File: config.mk
export PLATFORM = sky130hd
export DESIGN_NAME = fwsr_host
export DESIGN_NICKNAME = d
export VERILOG_FILES = /design/src/verilog/fwsr_host.v
export VERILOG_INCLUDE_DIRS = /design/src /design/src/verilog
export SDC_FILE = /design/constraint.sdc
export NUM_CORES = 1
export LEC_CHECK = 0
export BUFFER_PORTS_ARGS = -buffer_cell sky130_fd_sc_hd__clkbuf_2
export CAP_MARGIN = 20
export CORE_ASPECT_RATIO = 0.6
export CORE_UTILIZATION = 59
export DETAILED_ROUTE_END_ITERATION = 7
export GPL_ROUTABILITY_DRIVEN = 0
export HOLD_SLACK_MARGIN = 0.06
export PLACE_DENSITY = 0.93
export SKIP_CTS_REPAIR_TIMING = 1
export SKIP_LAST_GASP = 1
export SYNTH_ARGS = -nofsm -noshare
export SYNTH_HDL_FRONTEND = slang
export SYNTH_SLANG_ARGS = --single-unit
File: constraint.sdc
create_clock -name pclk -period 3.29 [get_ports pclk]
set_input_delay 0.987 -clock pclk [delete_from_list [all_inputs] [get_ports pclk]]
set_output_delay 0.987 -clock pclk [all_outputs]
set_load 0.05 [all_outputs]
File: src/verilog/fwsr_regs.vh
`ifndef FWSR_REGS_VH
`define FWSR_REGS_VH
// ----------------------------------------------------------------
// register offsets (byte addresses)
// ----------------------------------------------------------------
`define FWSR_OFF_CTRL 12'h000
`define FWSR_OFF_ADDR 12'h004
`define FWSR_OFF_WDATA 12'h008
`define FWSR_OFF_STATUS 12'h00C
`define FWSR_OFF_RDATA 12'h010
// ----------------------------------------------------------------
// control fields
// ----------------------------------------------------------------
`define FWSR_CTRL_OP_LSB 0
`define FWSR_CTRL_OP_MSB 1
`define FWSR_CTRL_FRAME_CE 4
`define FWSR_OP_NONE 2'h0
`define FWSR_OP_WRITE 2'h1
`define FWSR_OP_READ 2'h2
`define FWSR_OP_POLL 2'h3
// ----------------------------------------------------------------
// status fields
// ----------------------------------------------------------------
`define FWSR_ST_BUSY 0
`define FWSR_ST_DONE 1
`define FWSR_ST_FAIL 2
`define FWSR_ST_TOGGLE 3
`define FWSR_ST_TIMER 4
`define FWSR_ST_RDY_PIN 5
`define FWSR_ST_LIMIT 6
// ----------------------------------------------------------------
// flash data bit positions and commands
// ----------------------------------------------------------------
`define FWSR_BIT_TOGGLE_ONE 6
`define FWSR_BIT_TIMING_LIMIT 5
`define FWSR_BIT_ERASE_TIMER 3
`define FWSR_RESET_CMD 16'h00F0
// ----------------------------------------------------------------
// timing, ns figures and derived counts at 40 MHz
// ----------------------------------------------------------------
`define FWSR_CLK_NS 25
`define FWSR_T_ACCESS_NS 90
`define FWSR_T_WE_PULSE_NS 35
`define FWSR_T_RECOVER_NS 20
`define FWSR_ACC_CYC ((`FWSR_T_ACCESS_NS + `FWSR_CLK_NS - 1) / `FWSR_CLK_NS)
`define FWSR_WE_CYC ((`FWSR_T_WE_PULSE_NS + `FWSR_CLK_NS - 1) / `FWSR_CLK_NS)
`define FWSR_REC_CYC ((`FWSR_T_RECOVER_NS + `FWSR_CLK_NS - 1) / `FWSR_CLK_NS)
`endif

File: src/verilog/fwsr_host.v
// Implementation choices: the APB slave port and the placing of the registers.
`include "fwsr_regs.vh"
module fwsr_host #(
  parameter AW = 20,
  parameter DW = 16
) (
  // apb clock and reset
  input wire pclk,
  input wire presetn,
  // apb slave
  input wire psel,
  input wire penable,
  input wire pwrite,
  input wire [11:0] paddr,
  input wire [31:0] pwdata,
  output reg [31:0] prdata,
  output reg pready,
  output reg pslverr,
  // flash pins
  output reg [AW-1:0] flash_addr,
  output reg [DW-1:0] flash_dq_out,
  output reg flash_dq_oe,
  input wire [DW-1:0] flash_dq_in,
  output reg flash_ce_n,
  output reg flash_oe_n,
  output reg flash_we_n,
  input wire ready_busy_in
);
  // ----------------------------------------------------------------
  // states
  // ----------------------------------------------------------------
  localparam [4:0] S_IDLE = 5'h01;
  localparam [4:0] S_RD = 5'h02;
  localparam [4:0] S_WR = 5'h04;
  localparam [4:0] S_GAP = 5'h08;
  localparam [4:0] S_EVAL = 5'h10;
  localparam integer ACC_CYC_I = `FWSR_ACC_CYC;
  localparam integer WE_CYC_I = `FWSR_WE_CYC;
  localparam integer REC_CYC_I = `FWSR_REC_CYC;
  // counts are cut to the width of the 4-bit cycle counter
  localparam [3:0] ACC_CYC = ACC_CYC_I[3:0];
  localparam [3:0] WE_CYC = WE_CYC_I[3:0];
  localparam [3:0] REC_CYC = REC_CYC_I[3:0];

  reg [4:0] state;
  reg [3:0] cnt;
  reg [1:0] op;
  reg frame_ce;
  reg [AW-1:0] addr_reg;
  reg [DW-1:0] wdata_reg;
  reg [DW-1:0] rdata_reg;
  reg busy, done, fail, toggle_seen, timer_flag, limit_seen, rdy_pin;
  reg have_prev, prev_bit, recheck;
  wire acc = psel && penable && pready;
  wire wr_ctrl = acc && pwrite && (paddr == `FWSR_OFF_CTRL);
  wire [1:0] wr_op = pwdata[`FWSR_CTRL_OP_MSB:`FWSR_CTRL_OP_LSB];
  wire new_bit = rdata_reg[`FWSR_BIT_TOGGLE_ONE];

  // ----------------------------------------------------------------
  // apb slave, zero wait states
  // ----------------------------------------------------------------
  always @(posedge pclk or negedge presetn) begin
    if (!presetn) begin
      pready <= 1'b0;
      pslverr <= 1'b0;
      prdata <= 32'h00000000;
      addr_reg <= {AW{1'b0}};
      wdata_reg <= {DW{1'b0}};
      frame_ce <= 1'b0;
    end else begin
      pready <= psel && !penable;
      pslverr <= 1'b0;
      if (psel && !penable) begin
        prdata <= 32'h00000000;
        if (paddr == `FWSR_OFF_CTRL) begin
          prdata[`FWSR_CTRL_OP_MSB:`FWSR_CTRL_OP_LSB] <= op;
          prdata[`FWSR_CTRL_FRAME_CE] <= frame_ce;
        end else if (paddr == `FWSR_OFF_ADDR) begin
          prdata[AW-1:0] <= addr_reg;
        end else if (paddr == `FWSR_OFF_WDATA) begin
          prdata[DW-1:0] <= wdata_reg;
        end else if (paddr == `FWSR_OFF_STATUS) begin
          prdata[`FWSR_ST_BUSY] <= busy;
          prdata[`FWSR_ST_DONE] <= done;
          prdata[`FWSR_ST_FAIL] <= fail;
          prdata[`FWSR_ST_TOGGLE] <= toggle_seen;
          prdata[`FWSR_ST_TIMER] <= timer_flag;
          prdata[`FWSR_ST_RDY_PIN] <= rdy_pin;
          prdata[`FWSR_ST_LIMIT] <= limit_seen;
        end else if (paddr == `FWSR_OFF_RDATA) begin
          prdata[DW-1:0] <= rdata_reg;
        end else begin
          pslverr <= 1'b1;
        end
      end
      // config registers hold still while an operation runs
      if (acc && pwrite && !busy) begin
        if (paddr == `FWSR_OFF_CTRL) begin
          frame_ce <= pwdata[`FWSR_CTRL_FRAME_CE];
        end else if (paddr == `FWSR_OFF_ADDR) begin
          addr_reg <= pwdata[AW-1:0];
        end else if (paddr == `FWSR_OFF_WDATA) begin
          wdata_reg <= pwdata[DW-1:0];
        end
      end
    end
  end

  // ----------------------------------------------------------------
  // flash cycle engine and toggle polling
  // ----------------------------------------------------------------
  always @(posedge pclk or negedge presetn) begin
    if (!presetn) begin
      state <= S_IDLE;
      cnt <= 4'h0;
      op <= `FWSR_OP_NONE;
      busy <= 1'b0;
      done <= 1'b0;
      fail <= 1'b0;
      toggle_seen <= 1'b0;
      timer_flag <= 1'b0;
      limit_seen <= 1'b0;
      rdy_pin <= 1'b1;
      have_prev <= 1'b0;
      prev_bit <= 1'b0;
      recheck <= 1'b0;
      rdata_reg <= {DW{1'b0}};
      flash_addr <= {AW{1'b0}};
      flash_dq_out <= {DW{1'b0}};
      flash_dq_oe <= 1'b0;
      flash_ce_n <= 1'b1;
      flash_oe_n <= 1'b1;
      flash_we_n <= 1'b1;
    end else begin
      rdy_pin <= ready_busy_in;
      case (state)
        S_IDLE: begin
          if (wr_ctrl && !busy && wr_op != `FWSR_OP_NONE) begin
            op <= wr_op;
            busy <= 1'b1;
            done <= 1'b0;
            fail <= 1'b0;
            toggle_seen <= 1'b0;
            limit_seen <= 1'b0;
            // a new poll always starts with a fresh double read
            have_prev <= 1'b0;
            recheck <= 1'b0;
            flash_addr <= addr_reg;
            flash_ce_n <= 1'b0;
            cnt <= 4'h0;
            if (wr_op == `FWSR_OP_WRITE) begin
              flash_dq_out <= wdata_reg;
              flash_dq_oe <= 1'b1;
              flash_we_n <= 1'b0;
              state <= S_WR;
            end else begin
              flash_oe_n <= 1'b0;
              state <= S_RD;
            end
          end
        end
        S_RD: begin
          if (cnt == ACC_CYC - 4'h1) begin
            rdata_reg <= flash_dq_in;
            flash_oe_n <= 1'b1;
            flash_ce_n <= 1'b1;
            cnt <= 4'h0;
            state <= S_EVAL;
          end else begin
            cnt <= cnt + 4'h1;
          end
        end
        S_WR: begin
          if (cnt == WE_CYC - 4'h1) begin
            flash_we_n <= 1'b1;
            flash_ce_n <= 1'b1;
            cnt <= 4'h0;
            state <= S_GAP;
          end else begin
            cnt <= cnt + 4'h1;
          end
        end
        S_GAP: begin
          flash_dq_oe <= 1'b0;
          if (cnt == REC_CYC - 4'h1) begin
            cnt <= 4'h0;
            busy <= 1'b0;
            done <= 1'b1;
            state <= S_IDLE;
          end else begin
            cnt <= cnt + 4'h1;
          end
        end
        S_EVAL: begin
          timer_flag <= rdata_reg[`FWSR_BIT_ERASE_TIMER];
          // output enable rises unless the next poll read keeps it low
          flash_oe_n <= 1'b1;
          state <= S_IDLE;
          if (op != `FWSR_OP_POLL) begin
            busy <= 1'b0;
            done <= 1'b1;
          end else if (!have_prev) begin
            have_prev <= 1'b1;
            prev_bit <= new_bit;
            state <= S_RD;
          end else if (new_bit == prev_bit) begin
            busy <= 1'b0;
            done <= 1'b1;
          end else if (recheck) begin
            // still toggling after the limit flag: abort with reset command
            fail <= 1'b1;
            toggle_seen <= 1'b1;
            flash_addr <= addr_reg;
            flash_dq_out <= `FWSR_RESET_CMD;
            flash_dq_oe <= 1'b1;
            flash_ce_n <= 1'b0;
            flash_we_n <= 1'b0;
            state <= S_WR;
          end else begin
            toggle_seen <= 1'b1;
            prev_bit <= new_bit;
            if (rdata_reg[`FWSR_BIT_TIMING_LIMIT]) begin
              recheck <= 1'b1;
              limit_seen <= 1'b1;
            end
            state <= S_RD;
          end
          // next poll read: re-frame with chip select and output enable both driven low
          if (op == `FWSR_OP_POLL && state == S_EVAL && !(have_prev && new_bit == prev_bit)
              && !(have_prev && recheck)) begin
            flash_ce_n <= 1'b0;
            flash_oe_n <= 1'b0;
            cnt <= 4'h0;
          end
        end
        default: begin
          state <= S_IDLE;
        end
      endcase
      // in chip-select framing, output enable stays low between poll reads
      if (state == S_RD && cnt == ACC_CYC - 4'h1 && op == `FWSR_OP_POLL && frame_ce) begin
        flash_oe_n <= 1'b0;
      end
      if (state == S_IDLE && !busy) begin
        flash_oe_n <= (wr_ctrl && wr_op != `FWSR_OP_NONE && wr_op != `FWSR_OP_WRITE) ? 1'b0 : 1'b1;
      end
    end
  end
endmodule // fwsr_host

==> results of run 1 <==
cell type report:
| type | count | area (µm²) |
|---|---|---|
| Clock buffer | 22 | 474 |
| Inverter | 22 | 82.6 |
| Clock inverter | 10 | 95.1 |
| Multi-Input combinational cell | 329 | 2600 |
| Fill cell | 613 | 2620 |
| Tap cell | 135 | 169 |
| Timing Repair Buffer | 128 | 679 |
| Sequential cell | 136 | 3410 |
tightest hold or removal path, stage by stage, from the launching register on:
cell,delay [ns]
dfrtp_1,0.34
nand2_1,0.05
nand2_1,0.05
metal layers:
layer / GRT usage (%) / part of all wire [%]
met1: 41.7 / 40
met2: 50.3 / 47
met3: 7.94 / 9.7
met4: 13.6 / 2.7
met5: 0 / 0
kinds of logic (layout without fill, tap and decap cells):
logic type | count (synthesis) | in the layout | synth area share (%)
DFF | 136 | 136 | 54.0
AOI/OAI and AO/OA | 85 | 85 | 8.69
and+or+nand+nor | 128 | 128 | 11.6
xor gates and xnor gates | 3 | 3 | 0.416
adders and majority gates | 3 | 3 | 0.594
muxes | 98 | 98 | 19.0
buffers and inverters | 61 | 182 | 5.68
other | 1 | 12 | 0.0594
power by group:
group / switching [mW] / internal, mW
clock: 0.725 / 1.10
sequential: 0.197 / 1.89
combinational: 0.862 / 0.370
total: 1.78 / 3.36
per-stage QoR:
step / hold slack, ns / std cells / utilization (%)
2_1_floorplan: 0.441 / 526 / -
3_3_place_gp: 0.453 / 750 / 68.5
3_5_place_dp: 0.465 / 750 / 68.5
4_1_cts: 0.480 / 782 / 74.2
5_1_grt: 0.494 / 782 / 74.2
6_report: 0.473 / 782 / 74.2
worst min-delay path by stage:
stage,to,cells after the start,from
CTS,prdata[19]$_DFFE_PN0P_,2,prdata[19]$_DFFE_PN0P_
detailed placement,prdata[19]$_DFFE_PN0P_,2,prdata[19]$_DFFE_PN0P_
global placement,prdata[17]$_DFFE_PN0P_,2,prdata[17]$_DFFE_PN0P_
finish,prdata[19]$_DFFE_PN0P_,2,prdata[19]$_DFFE_PN0P_
global route,toggle_seen$_DFFE_PN0P_,1,toggle_seen$_DFFE_PN0P_
floorplan,toggle_seen$_DFFE_PN0P_,1,toggle_seen$_DFFE_PN0P_
cells in the mapped netlist (all sizes together) (4+ instances only):
| library cell | n | area share [%] |
|---|---|---|
| mux2i | 15 | 2.4 |
| mux2 | 83 | 17 |
| nor2 | 31 | 2.1 |
| nand4 | 4 | 0.50 |
| a22oi | 15 | 1.8 |
| o221ai | 5 | 0.69 |
| nand2b | 14 | 1.4 |
| nand2 | 33 | 2.2 |
| o21ai | 10 | 0.79 |
| nor4 | 5 | 0.97 |
| dfstp | 5 | 2.1 |
| buf | 31 | 3.9 |
| nand3b | 5 | 0.65 |
| dfrtp | 131 | 52 |
| inv | 21 | 1.2 |
| nor3 | 8 | 0.89 |
| clkbuf | 8 | 0.48 |
| a31oi | 4 | 0.40 |
| nand3 | 13 | 1.0 |
| a21oi | 29 | 2.3 |
| o211ai | 4 | 0.48 |
==> key figures, run 1 <==
Floorplanning
  • Die ar.: 11100 µm²
  • Die width: 136 µm
  • Vert. Die Dim: 82.2 µm
  • Top-Level Pins: 140
  • Rows: 28
  • Starting Density: 62.4%
  • Core region area: 10100 µm²

Global routing
  • Grt total ovfl: 0
  • Initial antenna violation count: 0
  • Total track usage: 31.6%
  • First-pass GRT wire length: 25600 µm
  • Largest net degree at the start of global routing: 67
  • Vias in the first global route: 4772

Layout
  • Post-route cell area: 7510 µm²
  • Most common cell after layout, fill and taps aside: dfrtp_1
  • Area delta synth->final: 18.9%
  • Commonest cells after routing, fill and taps aside: dfrtp_1, clkbuf_2, mux2_2, nand2_1, mux2_4
  • Final #Nets: 703
  • Layout cells sized above 1: 39.9%
  • Antenna diodes: 0

Drt
  • DR vias/cell: 6.17
  • Detailed-route wire length per cell: 21.5 µm
  • Post-detailed-routing wire length: 16800 µm
  • First drt pass iteration count: 5
  • Drt drc: 0
  • Total number of vias: 4823
  • Initial drt markers: 456
  • Routed Antenna Nets: 0

Synthesis
  • Post-Syn Instances: 515
  • Ys flop type: dfrtp_1
  • Cell area after synthesis: 6320 µm²
  • Asr flop ratio synth: 100%
  • EDFF count, synth: 0
  • Syn. warnings: 0
  • Syn Area/Cell: 12.3 µm²
  • Yosys reg bits: 136
  • Cell variety after synth: 58
  • Seq/Total Area, Yosys: 54.0%

CTS
  • Clock Latency Late Sink: 0.42 ns
  • Clock Path Buffers: 2
  • Number of buffers created by CTS: 17
  • CTS tree: built
  • H-tree depth: 4
  • Clock-pin slew on the worst setup and hold paths: 0.06 ns
  • Clk sink count: 136
  • Clk root buf: clkbuf_16

Worst setup path
  • End of the critical path: flash_oe_n$_DFFE_PN1P_
  • Critical Path RT: 3.63 ns
  • Worst r2r dst: flash_oe_n$_DFFE_PN1P_
  • CP max stage cell: nor3b_1
  • Crit path depth: 6
  • Critical path's largest stage delay: 0.70 ns
  • Worst setup path startpoint: cnt[0]$_DFFE_PN0P_
  • Crit path launch type: flip-flop
  • CP endpoint kind: flip-flop
  • Worst R2R Start: cnt[0]$_DFFE_PN0P_
  • Delay-heaviest family, CP: simple AND/OR/NAND/NOR gates
  • R2R cell count: 6
  • Crit Path Category: flip-flop to flip-flop
  • Worst EP arrival: 3.07 ns
  • Crit Path Max Fanout: 17
  • R2R Setup Slk: 0.56 ns
  • CP bufs+invs: 0
  • Worst-path cell chain: ha_1 > nor3b_1 > nand4_2 > a2bb2oi_1 > o22ai_1 > a21oi_1

STA
  • # setup viols final: 0
  • Fmax: 367 MHz
  • Final setup TNS: 0 ns
  • Worst rel slew slack: 40.5%
  • Worst Tran Pin Value: 0.891 ns
  • RSZ-0062 raised after global routing: false
  • Fin worst setup slack: 0.563 ns
  • Pins Over Slew Limit: 0
  • Final Cycle Share: 82.9%
  • Skew final: 0.00770 ns
  • Post-route minimum period: 2.73 ns
  • Final Hold Viols: 0

Placed design
  • Place WS: 0.360 ns
  • Post-DP Area: 6940 µm²
  • Port bufs: 115
  • HPWL Detailed: 11100 µm

Worst hold path
  • Hold Path Class: flip-flop to flip-flop

Pwr
  • P_leak: 3.86 nW
  • VDD IR max: 0.519 mV
  • PwrDens: 686 nW/µm²
  • Final Power: 5.15 mW

Outcome
  • Status: finished, final reports clean

Job
  • Reported max-cap violation count: 0
Power figures use the tool's default switching activity.
==> inputs of run 2 (changes only) <==
--- a/config.mk
+++ b/config.mk
@@ -9,11 +9,11 @@
 export BUFFER_PORTS_ARGS = -buffer_cell sky130_fd_sc_hd__clkbuf_2
 export CAP_MARGIN = 20
 export CORE_ASPECT_RATIO = 0.6
-export CORE_UTILIZATION = 59
+export CORE_UTILIZATION = 49
 export DETAILED_ROUTE_END_ITERATION = 7
 export GPL_ROUTABILITY_DRIVEN = 0
 export HOLD_SLACK_MARGIN = 0.06
-export PLACE_DENSITY = 0.93
+export PLACE_DENSITY = 0.83
 export SKIP_CTS_REPAIR_TIMING = 1
 export SKIP_LAST_GASP = 1
 export SYNTH_ARGS = -nofsm -noshare
==> constraint.sdc (replaced) <==
create_clock -name pclk -period 2.3 [get_ports pclk]
set_input_delay 0.69 -clock pclk [delete_from_list [all_inputs] [get_ports pclk]]
set_output_delay 0.69 -clock pclk [all_outputs]
set_load 0.05 [all_outputs]
==> run 2 against run 1 <==
The run now ends with DRC left. Global-route usage shrank 4.5 points. Critical path depth is the same. Worst hold slack lost 0.30 ns. Power grew 50%. Sequential share of layout area shrank 2.0 points. Worst setup slack lost 0.52 ns. Routed wire length grew 0.70%. Clock skew shrank 0.0020 ns. Sequential power grew 43%. Register-to-register slack lost 0.52 ns. First-iteration DRC count shrank 25%. Largest cell class unchanged.
==> key figures, run 2 (synthesis gave the netlist of run 1 again) <==
Drt
  • Detailed-route wire length per cell: 20.2 µm (was 21.5 µm)
  • Post-detailed-routing wire length: 16900 µm (was 16800 µm)
  • Routed Antenna Nets: 0 (unchanged)
  • First drt pass iteration count: 8 (was 5)
  • Total number of vias: 4846 (was 4823)
  • DR vias/cell: 5.76 (was 6.17)
  • Drt drc: 1 (was 0)
  • Initial drt markers: 340 (was 456)

STA
  • Final Cycle Share: 97.9% (was 82.9%)
  • Final Hold Viols: 0 (unchanged)
  • # setup viols final: 0 (unchanged)
  • Fmax: 444 MHz (was 367 MHz)
  • Skew final: 0.00575 ns (was 0.00770 ns)
  • Post-route minimum period: 2.25 ns (was 2.73 ns)
  • Fin worst setup slack: 0.0481 ns (was 0.563 ns)
  • Hold_ws: 0.172 ns (was 0.473 ns)
  • RSZ-0062 raised after global routing: true (was false)
  • Pins Over Slew Limit: 0 (unchanged)

Floorplanning
  • Starting Density: 51.4% (was 62.4%)
  • Vert. Die Dim: 90.0 µm (was 82.2 µm)
  • Rows: 31 (was 28)
  • Core region area: 12300 µm² (was 10100 µm²)
  • Top-Level Pins: 140 (unchanged)
  • Die ar.: 13400 µm² (was 11100 µm²)
  • Die width: 149 µm (was 136 µm)

Job
  • Reported max-cap violation count: 0 (unchanged)

Global routing
  • Grt total ovfl: 0 (unchanged)
  • First-pass GRT wire length: 27300 µm (was 25600 µm)
  • Total track usage: 27.1% (was 31.6%)
  • Largest net degree at the start of global routing: 54 (was 67)
  • Initial antenna violation count: 0 (unchanged)
  • Vias in the first global route: 4956 (was 4772)

Layout
  • Fillers: 899 (was 613)
  • Antenna diodes: 0 (unchanged)
  • Layout cells sized above 1: 42.8% (was 39.9%)
  • Layout Utilization: 63.9% (was 74.2%)
  • Area delta synth->final: 24.4% (was 18.9%)
  • Commonest cells after routing, fill and taps aside: dfrtp_1, clkbuf_2, mux2_2, buf_4, nand2_1 (was dfrtp_1, clkbuf_2, mux2_2, nand2_1, mux2_4)
  • Final #Nets: 733 (was 703)
  • Most common cell after layout, fill and taps aside: dfrtp_1 (unchanged)

Pwr
  • Logic pwr share: 25.3% (was 23.9%)
  • PwrDens: 980 nW/µm² (was 686 nW/µm²)
  • P_sw: 2.58 mW (was 1.78 mW)
  • VDD IR max: 0.502 mV (was 0.519 mV)
  • Flop pwr share: 38.7% (was 40.6%)
  • P_leak: 4.03 nW (was 3.86 nW)
  • Final Power: 7.70 mW (was 5.15 mW)
  • Share of total power in the clock network: 36.0% (was 35.5%)
  • Int Pwr: 5.13 mW (was 3.36 mW)
  • Switching Fraction: 33.4% (was 34.7%)

CTS
  • CTS tree: built (unchanged)
  • Clk root buf: clkbuf_16 (unchanged)
  • H-tree depth: 4 (unchanged)
  • Clock Path Buffers: 2 (unchanged)
  • Number of buffers created by CTS: 17 (unchanged)
  • Clock-pin slew on the worst setup and hold paths: 0.06 ns (about the same)
  • Clk sink count: 136 (unchanged)
  • Clock Latency Late Sink: 0.42 ns (about the same)

Outcome
  • Status: finished, violations left (was finished, final reports clean)
  • Failing checks: DRC

Worst setup path
  • Crit path launch type: flip-flop (unchanged)
  • Crit Path Max Fanout: 9 (was 17)
  • Crit Path Category: flip-flop to flip-flop (unchanged)
  • Critical Path RT: 2.62 ns (was 3.63 ns)
  • CP endpoint kind: flip-flop (unchanged)
  • Worst EP arrival: 2.57 ns (was 3.07 ns)

Placed design
  • Port bufs: 115 (unchanged)
  • Place WS: -0.160 ns (was 0.360 ns)
  • HPWL Detailed: 11700 µm (was 11100 µm)

Worst hold path
  • Hold Path Class: input port to asynchronous set/reset pin (was flip-flop to flip-flop)
[run 2: cell count changes in the layout (fill, tap and decap cells not counted), sizes merged]
cell / before / now
clkinv: 7 / 6
buf: 14 / 44
clkbuf: 136 / 133
clkinvlp: 2 / 3
bufinv: 1 / 3
[run 2: final cells by class]
cell class / count / area, µm² / area share [%]
timing repair buffer: 158 / 955 / 12.1
multi-input combinational: 329 / 2600 / 33.1
tap: 165 / 206 / 2.63
clock buffer: 19 / 453 / 5.76
clock inverter: 12 / 150 / 1.91
sequential: 136 / 3410 / 43.4
inverter: 22 / 82.6 / 1.05
[run 2: metrics by stage]
step / TNS [ns] / instance area [µm²] / std cells
4_1_cts: 0 / 7840 / 840
5_1_grt: -0.0902 / 7860 / 841
3_3_place_gp: -0.980 / 7240 / 809
3_5_place_dp: -2.19 / 7240 / 809
6_report: 0 / 7860 / 841
2_1_floorplan: 0 / 6360 / 526
[run 2: final timing paths]
path / end / start / slack, ns / cells past startpoint
worst min register to register: toggle_seen$_DFFE_PN0P_ / toggle_seen$_DFFE_PN0P_ / 0.48 / 1
worst max register to register: flash_dq_out[13]$_DFFE_PN0P_ / state[1]$_DFFE_PN0P_ / 0.05 / 6
worst max-delay path: flash_dq_out[13]$_DFFE_PN0P_ / state[1]$_DFFE_PN0P_ / 0.05 / 6
max in group asynchronous: flash_we_n$_DFFE_PN1P_ / presetn / 1.42 / 2
min in group pclk: rdy_pin$_DFF_PN1_ / ready_busy_in / 0.35 / 1
worst min-delay path: flash_dq_out[4]$_DFFE_PN0P_ / presetn / 0.17 / 1
[run 2: critical path: stages (launching register included)]
cell and delay, ns:
dfrtp_1 0.50, nor3_4 0.22, nand3b_1 0.16, a31oi_1 0.38, o21bai_4 0.32, buf_4 0.30
mux2i_1 0.27
[run 2: power by group through the flow]
stage          logic (mW)  registers [mW]  clock network (mW)
2_1_floorplan       0.800            3.43                   0
3_5_place_dp         1.87            3.00                   0
4_1_cts              1.91            2.97                2.80
3_3_place_gp         1.80            2.97                   0
6_report             1.95            2.98                2.77
5_1_grt              2.09            3.02                2.90
[run 2: routing by layer]
layer | vias to the layer above | routed length, µm | track usage (%)
li1 | 2109 | - | -
met3 | 54 | 1250 | 5.38
met4 | 0 | 528 | 12.5
met2 | 266 | 7990 | 42.3
met1 | 2417 | 7190 | 36.3
met5 | - | 0 | 0
==> inputs of run 3 (changes only) <==
--- a/config.mk
+++ b/config.mk
@@ -9,11 +9,12 @@
 export BUFFER_PORTS_ARGS = -buffer_cell sky130_fd_sc_hd__clkbuf_2
 export CAP_MARGIN = 20
 export CORE_ASPECT_RATIO = 0.6
-export CORE_UTILIZATION = 49
+export CORE_UTILIZATION = 54
 export DETAILED_ROUTE_END_ITERATION = 7
 export GPL_ROUTABILITY_DRIVEN = 0
+export GPL_TIMING_DRIVEN = 0
 export HOLD_SLACK_MARGIN = 0.06
-export PLACE_DENSITY = 0.83
+export PLACE_DENSITY = 0.87
 export SKIP_CTS_REPAIR_TIMING = 1
 export SKIP_LAST_GASP = 1
 export SYNTH_ARGS = -nofsm -noshare
==> constraint.sdc (replaced) <==
create_clock -name pclk -period 2.1 [get_ports pclk]
set_input_delay 0.63 -clock pclk [delete_from_list [all_inputs] [get_ports pclk]]
set_output_delay 0.63 -clock pclk [all_outputs]
set_load 0.05 [all_outputs]
==> run 3 against run 2 <==
The flow finishes with violations (setup timing). Register-to-register slack worse by 0.09 ns. Die area is 9.1% lower. Clock-buffer cell count shrank 1. Cell count grew 0.95%. Clock power increased by 5%. Fmax rose by 5.1%. Sequential cell count is the same. Largest cell class unchanged.
==> key figures, run 3 (synthesis gave the netlist of run 1 again) <==
Layout
  • Antenna diodes: 0 (unchanged)
  • Post-route cell area: 8040 µm² (was 7860 µm²)
  • Layout cells sized above 1: 44.8% (was 42.8%)
  • Most common cell after layout, fill and taps aside: dfrtp_1 (unchanged)
  • Area delta synth->final: 27.3% (was 24.4%)
  • Commonest cells after routing, fill and taps aside: dfrtp_1, clkbuf_2, mux2_2, nand2_1, mux2_4 (was dfrtp_1, clkbuf_2, mux2_2, buf_4, nand2_1)
  • Final #Nets: 745 (was 733)

Drt
  • Detailed-route wire length per cell: 20.4 µm (was 20.2 µm)
  • Drt drc: 0 (was 1)
  • DR vias/cell: 5.78 (was 5.76)
  • Routed Antenna Nets: 0 (unchanged)
  • Total number of vias: 4904 (was 4846)
  • Initial drt markers: 390 (was 340)
  • Post-detailed-routing wire length: 17300 µm (was 16900 µm)
  • First drt pass iteration count: 5 (was 8)

STA
  • Post-route minimum period: 2.14 ns (was 2.25 ns)
  • Final setup TNS: -0.0595 ns (was 0 ns)
  • RSZ-0062 raised after global routing: true (unchanged)
  • # setup viols final: 2 (was 0)
  • Worst rel slew slack: 57.3%
  • Worst Tran Pin Value: 0.641 ns
  • Fin worst setup slack: -0.0422 ns (was 0.0481 ns)
  • Pins Over Slew Limit: 0 (unchanged)
  • Skew final: 0.00713 ns (was 0.00575 ns)
  • Final Hold Viols: 0 (unchanged)
  • Final Cycle Share: 102% (was 97.9%)
  • Fmax: 467 MHz (was 444 MHz)

CTS
  • Number of buffers created by CTS: 17 (unchanged)
  • Clock Path Buffers: 2 (unchanged)
  • Clk sink count: 136 (unchanged)
  • Clock Latency Late Sink: 0.42 ns (about the same)
  • CTS tree: built (unchanged)
  • H-tree depth: 4 (unchanged)
  • Clock-pin slew on the worst setup and hold paths: 0.06 ns (about the same)
  • Clk root buf: clkbuf_16 (unchanged)

Placed design
  • HPWL Detailed: 11700 µm (about the same)
  • Post-DP Area: 7170 µm² (was 7240 µm²)
  • Port bufs: 115 (unchanged)

Worst setup path
  • Crit path launch type: flip-flop (unchanged)
  • Worst r2r dst: recheck$_DFFE_PN0P_ (was flash_dq_out[13]$_DFFE_PN0P_)
  • Critical Path RT: 2.44 ns (was 2.62 ns)
  • R2R cell count: 8 (was 6)
  • R2R Setup Slk: -0.04 ns (was 0.05 ns)
  • Worst R2R Start: state[3]$_DFFE_PN0P_ (was state[1]$_DFFE_PN0P_)
  • CP endpoint kind: flip-flop (unchanged)
  • Worst EP arrival: 2.48 ns (was 2.57 ns)
  • Crit Path Category: flip-flop to flip-flop (unchanged)
  • Crit Path Max Fanout: 10 (was 9)

Floorplanning
  • Rows: 30 (was 31)
  • Top-Level Pins: 140 (unchanged)
  • Die width: 142 µm (was 149 µm)
  • Starting Density: 55.7% (was 51.4%)
  • Vert. Die Dim: 85.8 µm (was 90.0 µm)
  • Core region area: 11300 µm² (was 12300 µm²)
  • Die ar.: 12100 µm² (was 13400 µm²)

Global routing
  • Vias in the first global route: 4804 (was 4956)
  • Largest net degree at the start of global routing: 79 (was 54)
  • Initial antenna violation count: 0 (unchanged)
  • Total track usage: 28.1% (was 27.1%)
  • First-pass GRT wire length: 25300 µm (was 27300 µm)
  • Grt total ovfl: 0 (unchanged)

Worst hold path
  • Hold Path Class: input port to asynchronous set/reset pin (unchanged)

Pwr
  • Logic pwr share: 27.5% (was 25.3%)
  • Share of total power in the clock network: 34.3% (was 36.0%)
  • Int Pwr: 5.45 mW (was 5.13 mW)
  • VDD IR max: 0.813 mV (was 0.502 mV)
  • P_sw: 2.99 mW (was 2.58 mW)
  • Flop pwr share: 38.1% (was 38.7%)
  • PwrDens: 1050 nW/µm² (was 980 nW/µm²)
  • P_leak: 4.08 nW (was 4.03 nW)
  • Switching Fraction: 35.4% (was 33.4%)

Job
  • Reported max-cap violation count: 0 (unchanged)

Outcome
  • Failing checks: setup timing (was DRC)
  • Status: finished, violations left (unchanged)
## run 3: worst max path at each step
stage	from	end	slack, ns
floorplan	paddr[5]	wdata_reg[10]$_DFFE_PN0P_	-0.05
global placement	presetn	rdata_reg[5]$_DFFE_PN0N_	-1.63
detailed placement	paddr[9]	prdata[9]$_DFFE_PN0P_	-0.55
CTS	cnt[0]$_DFFE_PN0P_	rdata_reg[14]$_DFFE_PN0N_	-0.36
global route	state[1]$_DFFE_PN0P_	recheck$_DFFE_PN0P_	-0.05
finish	state[3]$_DFFE_PN0P_	recheck$_DFFE_PN0P_	-0.04
## run 3: worst max-delay path: stages, from the launching register on
cell      delay, ns
dfrtp_1        0.38
buf_6          0.14
nor3_4         0.20
buf_4          0.14
nand3b_2       0.13
clkbuf_2       0.27
nor3_1         0.50
a21oi_1        0.14
nor2_1         0.16
## run 3: power groups by stage
stage,combinational (mW),sequential (mW),clock [mW]
after global routing,2.46,3.25,3.02
after global placement,1.90,3.19,0
final,2.32,3.22,2.90
after detailed placement,2.00,3.22,0
after floorplan,0.875,3.75,0
after CTS,2.02,3.18,2.91
## run 3: through the flow
stage	power [mW]	std cells	utilization (%)	setup WS, ns	hold slack (ns)
global placement	5.10	801	63.0	-1.63	0.456
detailed placement	5.22	802	63.3	-0.550	0.462
finish	8.44	849	70.9	-0.0422	0.177
global route	8.73	849	70.9	-0.0467	0.210
floorplan	4.63	526	-	-0.0481	0.334
CTS	8.10	834	68.4	-0.359	0.201
## run 3: metal layers
metal	share of wire [%]	global-route usage (%)
met1	43	37.6
met3	8.3	7.37
met2	47	44.0
met4	1.8	11.2
met5	0	0
## run 3: area by class of cell
type,count,area [µm²]
Tap cell,160,200
Fill cell,762,3300
Clock buffer,18,439
Buffer,38,314
Sequential cell,136,3410
Inverter,22,82.6
Clock inverter,14,138
Multi-Input combinational cell,329,2690
Timing Repair Buffer,132,762
